[src/core/tag_cmd_pkg.sv]
// constants, types and register map of the tag command handler
// shared by the handler core and its random source
package tag_cmd_pkg;

	// register byte offsets on the apb
	localparam logic [7:0] OFF_CMD      = 8'h00;
	localparam logic [7:0] OFF_ARG      = 8'h04;
	localparam logic [7:0] OFF_GIVEN_LO = 8'h08;
	localparam logic [7:0] OFF_GIVEN_HI = 8'h0C;
	localparam logic [7:0] OFF_CONFIG   = 8'h10;
	localparam logic [7:0] OFF_STATUS   = 8'h14;
	localparam logic [7:0] OFF_UNIQ_LO  = 8'h18;
	localparam logic [7:0] OFF_UNIQ_HI  = 8'h1C;
	localparam logic [7:0] OFF_MEM      = 8'h20;

	// field positions
	localparam int ARG_ADDR_LSB  = 0;
	localparam int ARG_MASK_LSB  = 8;
	localparam int ARG_CMP_LSB   = 16;
	localparam int CFG_FLAGS_LSB = 0;
	localparam int CFG_WOK_BIT   = 8;
	localparam int ST_STATE_LSB  = 0;
	localparam int ST_BUSY_BIT   = 2;
	localparam int ST_LOCKV_BIT  = 3;
	localparam int ST_SLOT_LSB   = 8;
	localparam int ST_LOCKA_LSB  = 16;
	localparam int MEM_ADDR_LSB  = 0;
	localparam int MEM_DATA_LSB  = 8;

	// command codes
	localparam logic [7:0] OP_FLAG_MISMATCH_SELECT   = 8'h01;
	localparam logic [7:0] OP_FLAG_MATCH_DESELECT    = 8'h02;
	localparam logic [7:0] OP_FLAG_MISMATCH_DESELECT = 8'h03;
	localparam logic [7:0] OP_FAIL                   = 8'h04;
	localparam logic [7:0] OP_SUCCESS                = 8'h05;
	localparam logic [7:0] OP_RESEND                 = 8'h06;
	localparam logic [7:0] OP_INITIALIZE             = 8'h07;
	localparam logic [7:0] OP_READ                   = 8'h08;
	localparam logic [7:0] OP_MULTI_BLOCK_FETCH      = 8'h09;
	localparam logic [7:0] OP_SELECTED_FETCH         = 8'h0A;
	localparam logic [7:0] OP_VERIFY_BYTE            = 8'h0B;
	localparam logic [7:0] OP_VERIFY_QUAD_FETCH      = 8'h0C;

	// counts
	localparam logic [7:0]  SLOT_MAX    = 8'hFF;
	localparam logic [11:0] BLOCK_BYTES = 12'h008;
	localparam logic [11:0] QUAD_BYTES  = 12'h004;
	localparam logic [11:0] ONE_BYTE    = 12'h001;
	localparam int          QUAD_TOP    = 7;
	localparam logic [15:0] LFSR_TAPS   = 16'hB400;

	typedef enum logic [1:0] {
		TAG_READY    = 2'b00,
		TAG_SELECTED = 2'b01,
		TAG_TRANSFER = 2'b10
	} tag_state_e;

	typedef enum logic [0:0] {
		EX_IDLE = 1'b0,
		EX_SEND = 1'b1
	} exec_e;

	typedef struct packed {
		logic       valid;
		logic [7:0] data;
		logic       last;
	} reply_s;

	typedef struct packed {
		tag_state_e  tag_st;
		exec_e       ex;
		logic [7:0]  slot;
		logic [7:0]  opcode;
		logic [7:0]  addr;
		logic [7:0]  mask;
		logic [7:0]  cmp;
		logic [63:0] given;
		logic [7:0]  flags;
		logic        write_ok;
		logic        lock_valid;
		logic [7:0]  lock_addr;
		logic [11:0] idx;
		logic [11:0] len;
		logic        src_mem;
		logic        quad;
		logic [31:0] prdata;
		reply_s      reply;
	} core_s;

	typedef struct packed {
		logic [15:0] lfsr;
	} rng_s;

	localparam core_s CORE_RESET = '0;

endpackage

[src/core/tag_rng.sv]
// free running random bit source for collision arbitration
// one clock domain, reset seeds a nonzero pattern
`timescale 1ns/10ps
module tag_rng
	import tag_cmd_pkg::*;
#(
	parameter logic [15:0] SEED = 16'hACE1
) (
	// clock and reset
	input  wire logic pclk,
	input  wire logic presetn,
	// random bit
	output logic      bit_out
);
	rng_s r_reg;
	rng_s r_next;

	// galois shift keeps one fresh bit every cycle
	always_comb begin
		r_next = r_reg;
		r_next.lfsr = {1'b0, r_reg.lfsr[15:1]} ^ (r_reg.lfsr[0] ? LFSR_TAPS : 16'h0000);
	end

	always_ff @(posedge pclk or negedge presetn) begin
		if (!presetn) begin
			r_reg <= '{lfsr: SEED};
		end else begin
			r_reg <= r_next;
		end
	end

	assign bit_out = r_reg.lfsr[0];
endmodule

[src/core/tag_store.sv]
// byte store of the tag: one write port, one combinational read port
// contents are undefined until software loads them
`timescale 1ns/10ps
module tag_store #(
	parameter int DEPTH = 256
) (
	// clock
	input  wire logic       pclk,
	// write port
	input  wire logic       wr_en,
	input  wire logic [7:0] wr_addr,
	input  wire logic [7:0] wr_data,
	// read port
	input  wire logic [7:0] rd_addr,
	output logic [7:0]      rd_data
);
	logic [7:0] cells [DEPTH];

	always_ff @(posedge pclk) begin
		if (wr_en) begin
			cells[wr_addr] <= wr_data;
		end
	end

	assign rd_data = cells[rd_addr];
endmodule

[src/core/tag_cmd_core.sv]
// tag side command handler: group select, arbitration and read commands
// software drives it over apb; replies leave as a byte stream to the encoder
// Notes on behaviour
// - ready, flags differ: clear slot, answer, select
// - flag select while selected: clear slot, answer
// - match deselect, flags equal: ready, silent
// - mismatch deselect, flags differ: ready, silent
// - failed deselect: clear slot, answer, stay
// - unmet conditions: no answer at all
// - fail: count up if nonzero or random, hold at max
// - answer after fail/success only at zero
// - success: count down unless already zero
// - resend: answer at zero, count unchanged
// - initialize: ready, leave transfer, silent
// - read on match: transfer, eight bytes
// - read, selected fetch and byte verify mark their address lockable
// - multi fetch returns mask plus one blocks
// - multi fetch past top still runs
// - selected fetch only selected or transfer
// - byte verify needs match and good write
// - quad verify needs match and good write
// - quad mask B7..B4 pick address plus 0..3
`timescale 1ns/10ps
module tag_cmd_core
	import tag_cmd_pkg::*;
#(
	// arbitrary value, replace per device
	parameter logic [63:0] UNIQUE_TAG_NUMBER = 64'h0123_4567_89AB_CDEF,
	parameter int          STORE_DEPTH       = 256
) (
	// clock and reset
	input  wire logic        pclk,
	input  wire logic        presetn,
	// apb slave
	input  wire logic        psel,
	input  wire logic        penable,
	input  wire logic        pwrite,
	input  wire logic [7:0]  paddr,
	input  wire logic [31:0] pwdata,
	output logic [31:0]      prdata,
	output logic             pready,
	output logic             pslverr,
	// reply byte stream
	output reply_s           reply,
	input  wire logic        reply_ready
);
	core_s       s_reg;
	core_s       s_next;
	logic [7:0]  mem_rd_data;
	logic        rnd_bit;
	logic        busy;
	logic        wr_fire;
	logic        rd_setup;
	logic        wr_locked;
	logic        cmd_fire;
	logic [7:0]  op;
	logic        flags_ne;
	logic        number_match;
	logic [7:0]  fail_slot;
	logic [7:0]  succ_slot;
	logic [31:0] rd_word;
	logic        go;
	logic        go_mem;
	logic [11:0] go_len;
	logic        mark;

	function automatic logic is_mapped(input logic [7:0] a);
		return a inside {OFF_CMD, OFF_ARG, OFF_GIVEN_LO, OFF_GIVEN_HI, OFF_CONFIG,
			OFF_STATUS, OFF_UNIQ_LO, OFF_UNIQ_HI, OFF_MEM};
	endfunction

	// unique number goes out most significant byte first
	function automatic logic [7:0] number_byte(input logic [63:0] n, input logic [11:0] i);
		logic [5:0] sh;
		sh = {3'd7 - i[2:0], 3'b000};
		return n[sh +: 8];
	endfunction

	// true when a selected quad position follows position p
	function automatic logic later_sel(input logic [7:0] m, input logic [1:0] p);
		logic r;
		r = 1'b0;
		for (int q = 0; q < 4; q++) begin
			if (q > int'(p) && m[3'(QUAD_TOP - q)]) begin
				r = 1'b1;
			end
		end
		return r;
	endfunction

	tag_store #(
		.DEPTH(STORE_DEPTH)
	) u_store (
		.pclk   (pclk),
		.wr_en  (wr_fire && paddr == OFF_MEM),
		.wr_addr(pwdata[MEM_ADDR_LSB +: 8]),
		.wr_data(pwdata[MEM_DATA_LSB +: 8]),
		.rd_addr(s_reg.addr + s_reg.idx[7:0]),
		.rd_data(mem_rd_data)
	);

	tag_rng u_rng (
		.pclk   (pclk),
		.presetn(presetn),
		.bit_out(rnd_bit)
	);

	assign busy     = s_reg.ex != EX_IDLE;
	assign wr_fire  = psel && penable && pwrite;
	assign rd_setup = psel && !penable && !pwrite;
	// command arguments must not move under a reply in flight
	assign wr_locked = busy && (paddr == OFF_CMD || paddr == OFF_ARG
		|| paddr == OFF_GIVEN_LO || paddr == OFF_GIVEN_HI);
	assign pready   = 1'b1;
	assign pslverr  = psel && penable && (!is_mapped(paddr) || (pwrite && wr_locked));
	assign cmd_fire = wr_fire && paddr == OFF_CMD && !busy;
	assign op       = pwdata[7:0];
	assign flags_ne = s_reg.flags != s_reg.cmp;
	assign number_match = s_reg.given == UNIQUE_TAG_NUMBER;

	// counter only moves when nonzero or the random bit says back off
	assign fail_slot = (s_reg.slot != 8'h00 || rnd_bit)
		? ((s_reg.slot == SLOT_MAX) ? SLOT_MAX : s_reg.slot + 8'h01) : s_reg.slot;
	assign succ_slot = (s_reg.slot != 8'h00) ? s_reg.slot - 8'h01 : s_reg.slot;

	always_comb begin
		rd_word = '0;
		if (paddr == OFF_CMD) begin
			rd_word[7:0] = s_reg.opcode;
		end else if (paddr == OFF_ARG) begin
			rd_word[ARG_ADDR_LSB +: 8] = s_reg.addr;
			rd_word[ARG_MASK_LSB +: 8] = s_reg.mask;
			rd_word[ARG_CMP_LSB +: 8]  = s_reg.cmp;
		end else if (paddr == OFF_GIVEN_LO) begin
			rd_word = s_reg.given[31:0];
		end else if (paddr == OFF_GIVEN_HI) begin
			rd_word = s_reg.given[63:32];
		end else if (paddr == OFF_CONFIG) begin
			rd_word[CFG_FLAGS_LSB +: 8] = s_reg.flags;
			rd_word[CFG_WOK_BIT]        = s_reg.write_ok;
		end else if (paddr == OFF_STATUS) begin
			rd_word[ST_STATE_LSB +: 2] = s_reg.tag_st;
			rd_word[ST_BUSY_BIT]       = busy;
			rd_word[ST_LOCKV_BIT]      = s_reg.lock_valid;
			rd_word[ST_SLOT_LSB +: 8]  = s_reg.slot;
			rd_word[ST_LOCKA_LSB +: 8] = s_reg.lock_addr;
		end else if (paddr == OFF_UNIQ_LO) begin
			rd_word = UNIQUE_TAG_NUMBER[31:0];
		end else if (paddr == OFF_UNIQ_HI) begin
			rd_word = UNIQUE_TAG_NUMBER[63:32];
		end
	end

	always_comb begin
		s_next = s_reg;
		go     = 1'b0;
		go_mem = 1'b0;
		go_len = BLOCK_BYTES;
		mark   = 1'b0;

		// read data is fetched in the setup cycle, stands through access
		if (rd_setup) begin
			s_next.prdata = rd_word;
		end

		if (wr_fire && !wr_locked) begin
			if (paddr == OFF_ARG) begin
				s_next.addr = pwdata[ARG_ADDR_LSB +: 8];
				s_next.mask = pwdata[ARG_MASK_LSB +: 8];
				s_next.cmp  = pwdata[ARG_CMP_LSB +: 8];
			end else if (paddr == OFF_GIVEN_LO) begin
				s_next.given[31:0] = pwdata;
			end else if (paddr == OFF_GIVEN_HI) begin
				s_next.given[63:32] = pwdata;
			end else if (paddr == OFF_CONFIG) begin
				s_next.flags    = pwdata[CFG_FLAGS_LSB +: 8];
				s_next.write_ok = pwdata[CFG_WOK_BIT];
			end
		end

		// any branch that leaves go low sends nothing back
		if (cmd_fire) begin
			s_next.opcode = op;
			case (op)
				OP_FLAG_MISMATCH_SELECT: begin
					if (s_reg.tag_st == TAG_SELECTED) begin
						s_next.slot = 8'h00;
						go          = 1'b1;
					end else if (s_reg.tag_st == TAG_READY && flags_ne) begin
						s_next.slot   = 8'h00;
						s_next.tag_st = TAG_SELECTED;
						go            = 1'b1;
					end
				end
				OP_FLAG_MATCH_DESELECT: begin
					if (s_reg.tag_st == TAG_SELECTED) begin
						if (!flags_ne) begin
							s_next.tag_st = TAG_READY;
						end else begin
							s_next.slot = 8'h00;
							go          = 1'b1;
						end
					end
				end
				OP_FLAG_MISMATCH_DESELECT: begin
					if (s_reg.tag_st == TAG_SELECTED) begin
						if (flags_ne) begin
							s_next.tag_st = TAG_READY;
						end else begin
							s_next.slot = 8'h00;
							go          = 1'b1;
						end
					end
				end
				OP_FAIL: begin
					s_next.slot = fail_slot;
					go          = fail_slot == 8'h00;
				end
				OP_SUCCESS: begin
					s_next.slot = succ_slot;
					go          = succ_slot == 8'h00;
				end
				OP_RESEND: begin
					go = s_reg.slot == 8'h00;
				end
				OP_INITIALIZE: begin
					s_next.tag_st = TAG_READY;
				end
				OP_READ: begin
					if (number_match) begin
						s_next.tag_st = TAG_TRANSFER;
						go            = 1'b1;
						go_mem        = 1'b1;
						mark          = 1'b1;
					end
				end
				OP_MULTI_BLOCK_FETCH: begin
					// length may run past the top address; the store wraps
					if (number_match) begin
						s_next.tag_st = TAG_TRANSFER;
						go            = 1'b1;
						go_mem        = 1'b1;
						go_len        = ({4'h0, s_reg.mask} + 12'h001) << 3;
					end
				end
				OP_SELECTED_FETCH: begin
					if (s_reg.tag_st != TAG_READY && number_match) begin
						s_next.tag_st = TAG_TRANSFER;
						go            = 1'b1;
						go_mem        = 1'b1;
						mark          = 1'b1;
					end
				end
				OP_VERIFY_BYTE: begin
					if (number_match && s_reg.write_ok) begin
						s_next.tag_st = TAG_TRANSFER;
						go            = 1'b1;
						go_mem        = 1'b1;
						go_len        = ONE_BYTE;
						mark          = 1'b1;
					end
				end
				OP_VERIFY_QUAD_FETCH: begin
					if (number_match && s_reg.write_ok) begin
						s_next.tag_st = TAG_TRANSFER;
						go            = 1'b1;
						go_mem        = 1'b1;
						go_len        = QUAD_BYTES;
					end
				end
				default: begin
				end
			endcase
		end

		if (go) begin
			s_next.ex      = EX_SEND;
			s_next.idx     = 12'h000;
			s_next.len     = go_len;
			s_next.src_mem = go_mem;
			s_next.quad    = op == OP_VERIFY_QUAD_FETCH;
		end
		if (mark) begin
			s_next.lock_valid = 1'b1;
			s_next.lock_addr  = s_reg.addr;
		end

		// a byte is offered until taken; the next one loads on the taking edge
		if (s_reg.ex == EX_SEND && (!s_reg.reply.valid || reply_ready)) begin
			if (s_reg.idx == s_reg.len) begin
				s_next.reply.valid = 1'b0;
				s_next.reply.last  = 1'b0;
				s_next.ex          = EX_IDLE;
			end else begin
				s_next.reply.data  = s_reg.src_mem ? mem_rd_data
					: number_byte(UNIQUE_TAG_NUMBER, s_reg.idx);
				// quad positions whose mask bit is clear are skipped
				s_next.reply.valid = !s_reg.quad
					|| s_reg.mask[3'(QUAD_TOP - int'(s_reg.idx[1:0]))];
				s_next.reply.last  = s_reg.quad ? !later_sel(s_reg.mask, s_reg.idx[1:0])
					: (s_reg.idx == s_reg.len - 12'h001);
				s_next.idx         = s_reg.idx + 12'h001;
			end
		end
	end

	always_ff @(posedge pclk or negedge presetn) begin
		if (!presetn) begin
			s_reg <= CORE_RESET;
		end else begin
			s_reg <= s_next;
		end
	end

	assign prdata = s_reg.prdata;
	assign reply  = s_reg.reply;
endmodule

[config.mk]
export PLATFORM = sky130hd
export DESIGN_NAME = tag_cmd_core
export DESIGN_NICKNAME = d
export VERILOG_FILES = /design/src/core/tag_cmd_pkg.sv /design/src/core/tag_rng.sv /design/src/core/tag_store.sv /design/src/core/tag_cmd_core.sv
export SDC_FILE = /design/constraint.sdc
export NUM_CORES = 2
export LEC_CHECK = 0
export BUFFER_PORTS_ARGS = -buffer_cell sky130_fd_sc_hd__buf_2
export CORE_MARGIN = 5
export CORE_UTILIZATION = 60
export DETAILED_ROUTE_END_ITERATION = 7
export PLACE_DENSITY_LB_ADDON = 0.08
export SYNTH_ARGS = -nofsm -noshare
export SYNTH_HDL_FRONTEND = slang
export SYNTH_SLANG_ARGS = --single-unit
[constraint.sdc]
create_clock -name pclk -period 4.79 [get_ports pclk]
set_input_delay 0 -clock pclk [delete_from_list [all_inputs] [get_ports pclk]]
set_output_delay 0 -clock pclk [all_outputs]
set_load 0.05 [all_outputs]
==> impl_metrics.json <==
{
  "status": "finished, violations left",
  "violations": "negative hold slack",
  "max_stage_delay_ps": 820,
  "cp_max_fo": 29,
  "viasPerCell": 6.588,
  "critPathRequiredTime_ps": 5470,
  "hold_viol": 4,
  "timing.fmax_mhz": 214.1,
  "syn_to_final_growth_pct": 13.86,
  "worstPathCellList": "ha_4 -> fa_4 -> buf_12 -> buf_12 -> buf_4 -> mux4_2 -> mux4_2 -> mux2i_1 -> nor3_1 -> nor4b_1 -> buf_4 -> a31oi_1",
  "worstHoldStart": "pwdata[12]",
  "r2r_cells": 12,
  "final-setup-viol-count": 0,
  "cap_violations": 0,
  "cts_tree": "yes",
  "cts_resized": 0,
  "avgSynthCellArea_um2": 19.27,
  "min_period_over_period_pct": 97.50,
  "grt_overflow": 0,
  "synth_area_leaders": "edfxtp_1 (68%), mux4_2 (14%), dfrtp_1 (5.5%)",
  "post-synth-top-area-cell": "edfxtp_1",
  "io_buffers": 88,
  "core_area_mm2": 0.1514,
  "root_buffer": "clkbuf_16",
  "critPathCaptureType": "flop",
  "cts_buffers": 219,
  "antenna_found_initial": 9,
  "irDropWorstVdd_mv": 0.3690,
  "place_congestion": 0.9188,
  "fillCellCount": 9756,
  "ios": 90,
  "clock_latency_ps": 850,
  "fp.dieH_um": 399.6,
  "synthesis.nets": 4787,
  "setup-tns-final_ps": 0,
  "relSlewSlack_pct": 21.59,
  "grt_pass1_wl_um": 335900,
  "largest_reg_flops": 2048,
  "worstHoldPathType": "input pin to flop",
  "whs_ps": -26.32,
  "dieArea_mm2": 0.1597,
  "grt_setup_unrepaired": "false",
  "rows": 143,
  "synthArstFlopShare_pct": 9.220,
  "drv_slew": 0,
  "dr.pass1.iters": 8,
  "cpMaxStageDelayCell": "fa_4",
  "worst_slew_pin_slew_ps": 1176,
  "htree_levels": 4,
  "min_period_ps": 4670,
  "p_per_area_mw_per_mm2": 377.7,
  "ys_ff_latch": 2256,
  "grt_max_degree": 197,
  "synth_cell_types": 95,
  "synthCells": 4726,
  "power.leakage_uw": 0.03434,
  "dp_cells": 6917,
  "critPathLaunchType": "flop",
  "cts_setup_buffers": 0,
  "wl_per_cell_um": 31.19,
  "synth_area_mm2": 0.09106,
  "r2r-end": "reply[1]",
  "chipWidth_um": 399.6,
  "drt_iter0_drc": 6294,
  "vias": 48728,
  "clockBufferDepth": 3,
  "drive_above_1_share_pct": 29.01,
  "finalWirelength_um": 230700,
  "hold_end": "u_store.cells[216][4]",
  "drcViolationCount": 0,
  "hpwl_um": 142900,
  "cts.sinks": 2256,
  "grt_use_total_pct": 29.29,
  "min_path_cells": 1,
  "crit_arrival_ps": 5350,
  "synth.top_cell.area_share_pct": 67.54,
  "grt_pass1_vias": 48030,
  "ys_seq_area_share_pct": 73.26,
  "postRouteAntennaNets": 0,
  "ys_warn_count": 0,
  "fin_worst_skew_ps": 26.99,
  "nNetsFinal": 5241,
  "synth_edf_count": 2048,
  "r2r_start": "s_reg[166]",
  "regToRegSetupSlack_ps": 120,
  "clkSlewWorstSetupHoldPaths_ps": 60,
  "ys.flop_type": "edfxtp_1",
  "worstSetupPathType": "flop to flop",
  "initial_core_util_pct": 60.16,
  "stdcell_count": 7396
}
[placed cells by master (no fill, tap or decap), drive strengths merged, types with 29 or more instances in the layout]
cell type / synthesis / layout
xnor2: 29 / 29
clkbuf: 137 / 292
a221oi: 33 / 33
nand3: 85 / 85
mux2: 125 / 125
dfrtp: 200 / 200
dlygate4sd3: 0 / 71
nor2: 335 / 335
clkinv: 0 / 97
o21ai: 111 / 111
buf: 192 / 483
nor3: 33 / 33
nand4: 32 / 32
a21oi: 52 / 52
mux4: 583 / 583
nand2: 278 / 278
edfxtp: 2048 / 2048
mux2i: 79 / 79
[cells in the mapped netlist (32+ instances only)]
library cell and instances:
edfxtp_1 2048, dfrtp_1 200, nand2_1 278, o21ai_0 86
nand4_1 32, buf_4 69, mux2_2 120, a21oi_1 52
nor3_1 33, nand3_1 85, nor2_1 335, mux4_2 583
mux2i_1 79, a221oi_1 33, clkbuf_1 137, buf_2 90
[critical path: cells and delay by family (launching register included)]
family,cells,cell delay [ps]
AO/OA/AOI/OAI,1,80
adder cells (fa/ha/maj),2,1020
buffers and inverters,4,970
flip-flops,1,430
multiplexers,3,1240
AND/OR/NAND/NOR,2,740
[per-layer routing]
layer	up-vias	global-route usage [%]	wire, um
met3	375	5.792	20460
met4	4	8.436	6959
met5	-	0	19
met1	25772	43.30	92980
met2	2435	45.59	110300
li1	20142	-	-
[kinds of logic (layout without fill, tap and decap cells)]
logic type,after synthesis,count (layout),share of synthesized area [%]
mux,787,787,16.83
xor+xnor,51,51,0.5056
other cells,1,3,0.004118
flops,2256,2256,73.26
fa+ha+maj,16,16,0.2253
simple gates,899,899,4.523
buf+inv,348,986,1.900
compound gates,368,368,2.745
[stage by stage]
step	hold WS (ps)	area [um^2]	setup slack [ps]	total power, uW	utilization (%)
finish	-26.32	103700	120.0	39160	68.50
global route	58.02	103700	79.30	40260	68.49
CTS	21.98	103700	192.1	39380	68.49
detailed placement	147.2	96010	246.5	22870	63.43
global placement	146.7	96010	182.6	22850	63.43
floorplan	-295.6	91060	1419	22310	-
[power breakdown]
group / total, uW / switching, uW / internal [uW]
combinational: 988 / 689 / 299
clock: 16700 / 7250 / 9410
sequential: 21500 / 23.4 / 21500
[layout make-up]
| type | instances | area [um^2] | share of cell area, % |
|---|---|---|---|
| inverter | 19 | 71.32 | 0.06879 |
| clock inverter | 121 | 1039 | 1.002 |
| sequential | 2256 | 66710 | 64.34 |
| clock buffer | 284 | 5892 | 5.683 |
| timing repair buffer | 562 | 4652 | 4.487 |
| tap | 2030 | 2540 | 2.450 |
| antenna | 2 | 5.005 | 0.004827 |
| multi-input combinational | 2122 | 22770 | 21.96 |
[worst max path at each step]
stage                from  endpoint  slack, ps  cells past startpoint
4_1_cts        s_reg[166]  reply[1]        190                     12
2_1_floorplan   s_reg[56]  reply[3]       1420                     12
5_1_grt        s_reg[166]  reply[1]         80                     12
6_report       s_reg[166]  reply[1]        120                     12
3_5_place_dp   s_reg[166]  reply[1]        250                     12
3_3_place_gp   s_reg[166]  reply[1]        180                     12
[timing repair]
item | 4_1_cts | 5_1_grt
setup endpoints to repair | 0 | 0
endpoints found under the hold margin | 844 | 0
hold buffers | 72 | 0
(Power assumes the default switching activity.)
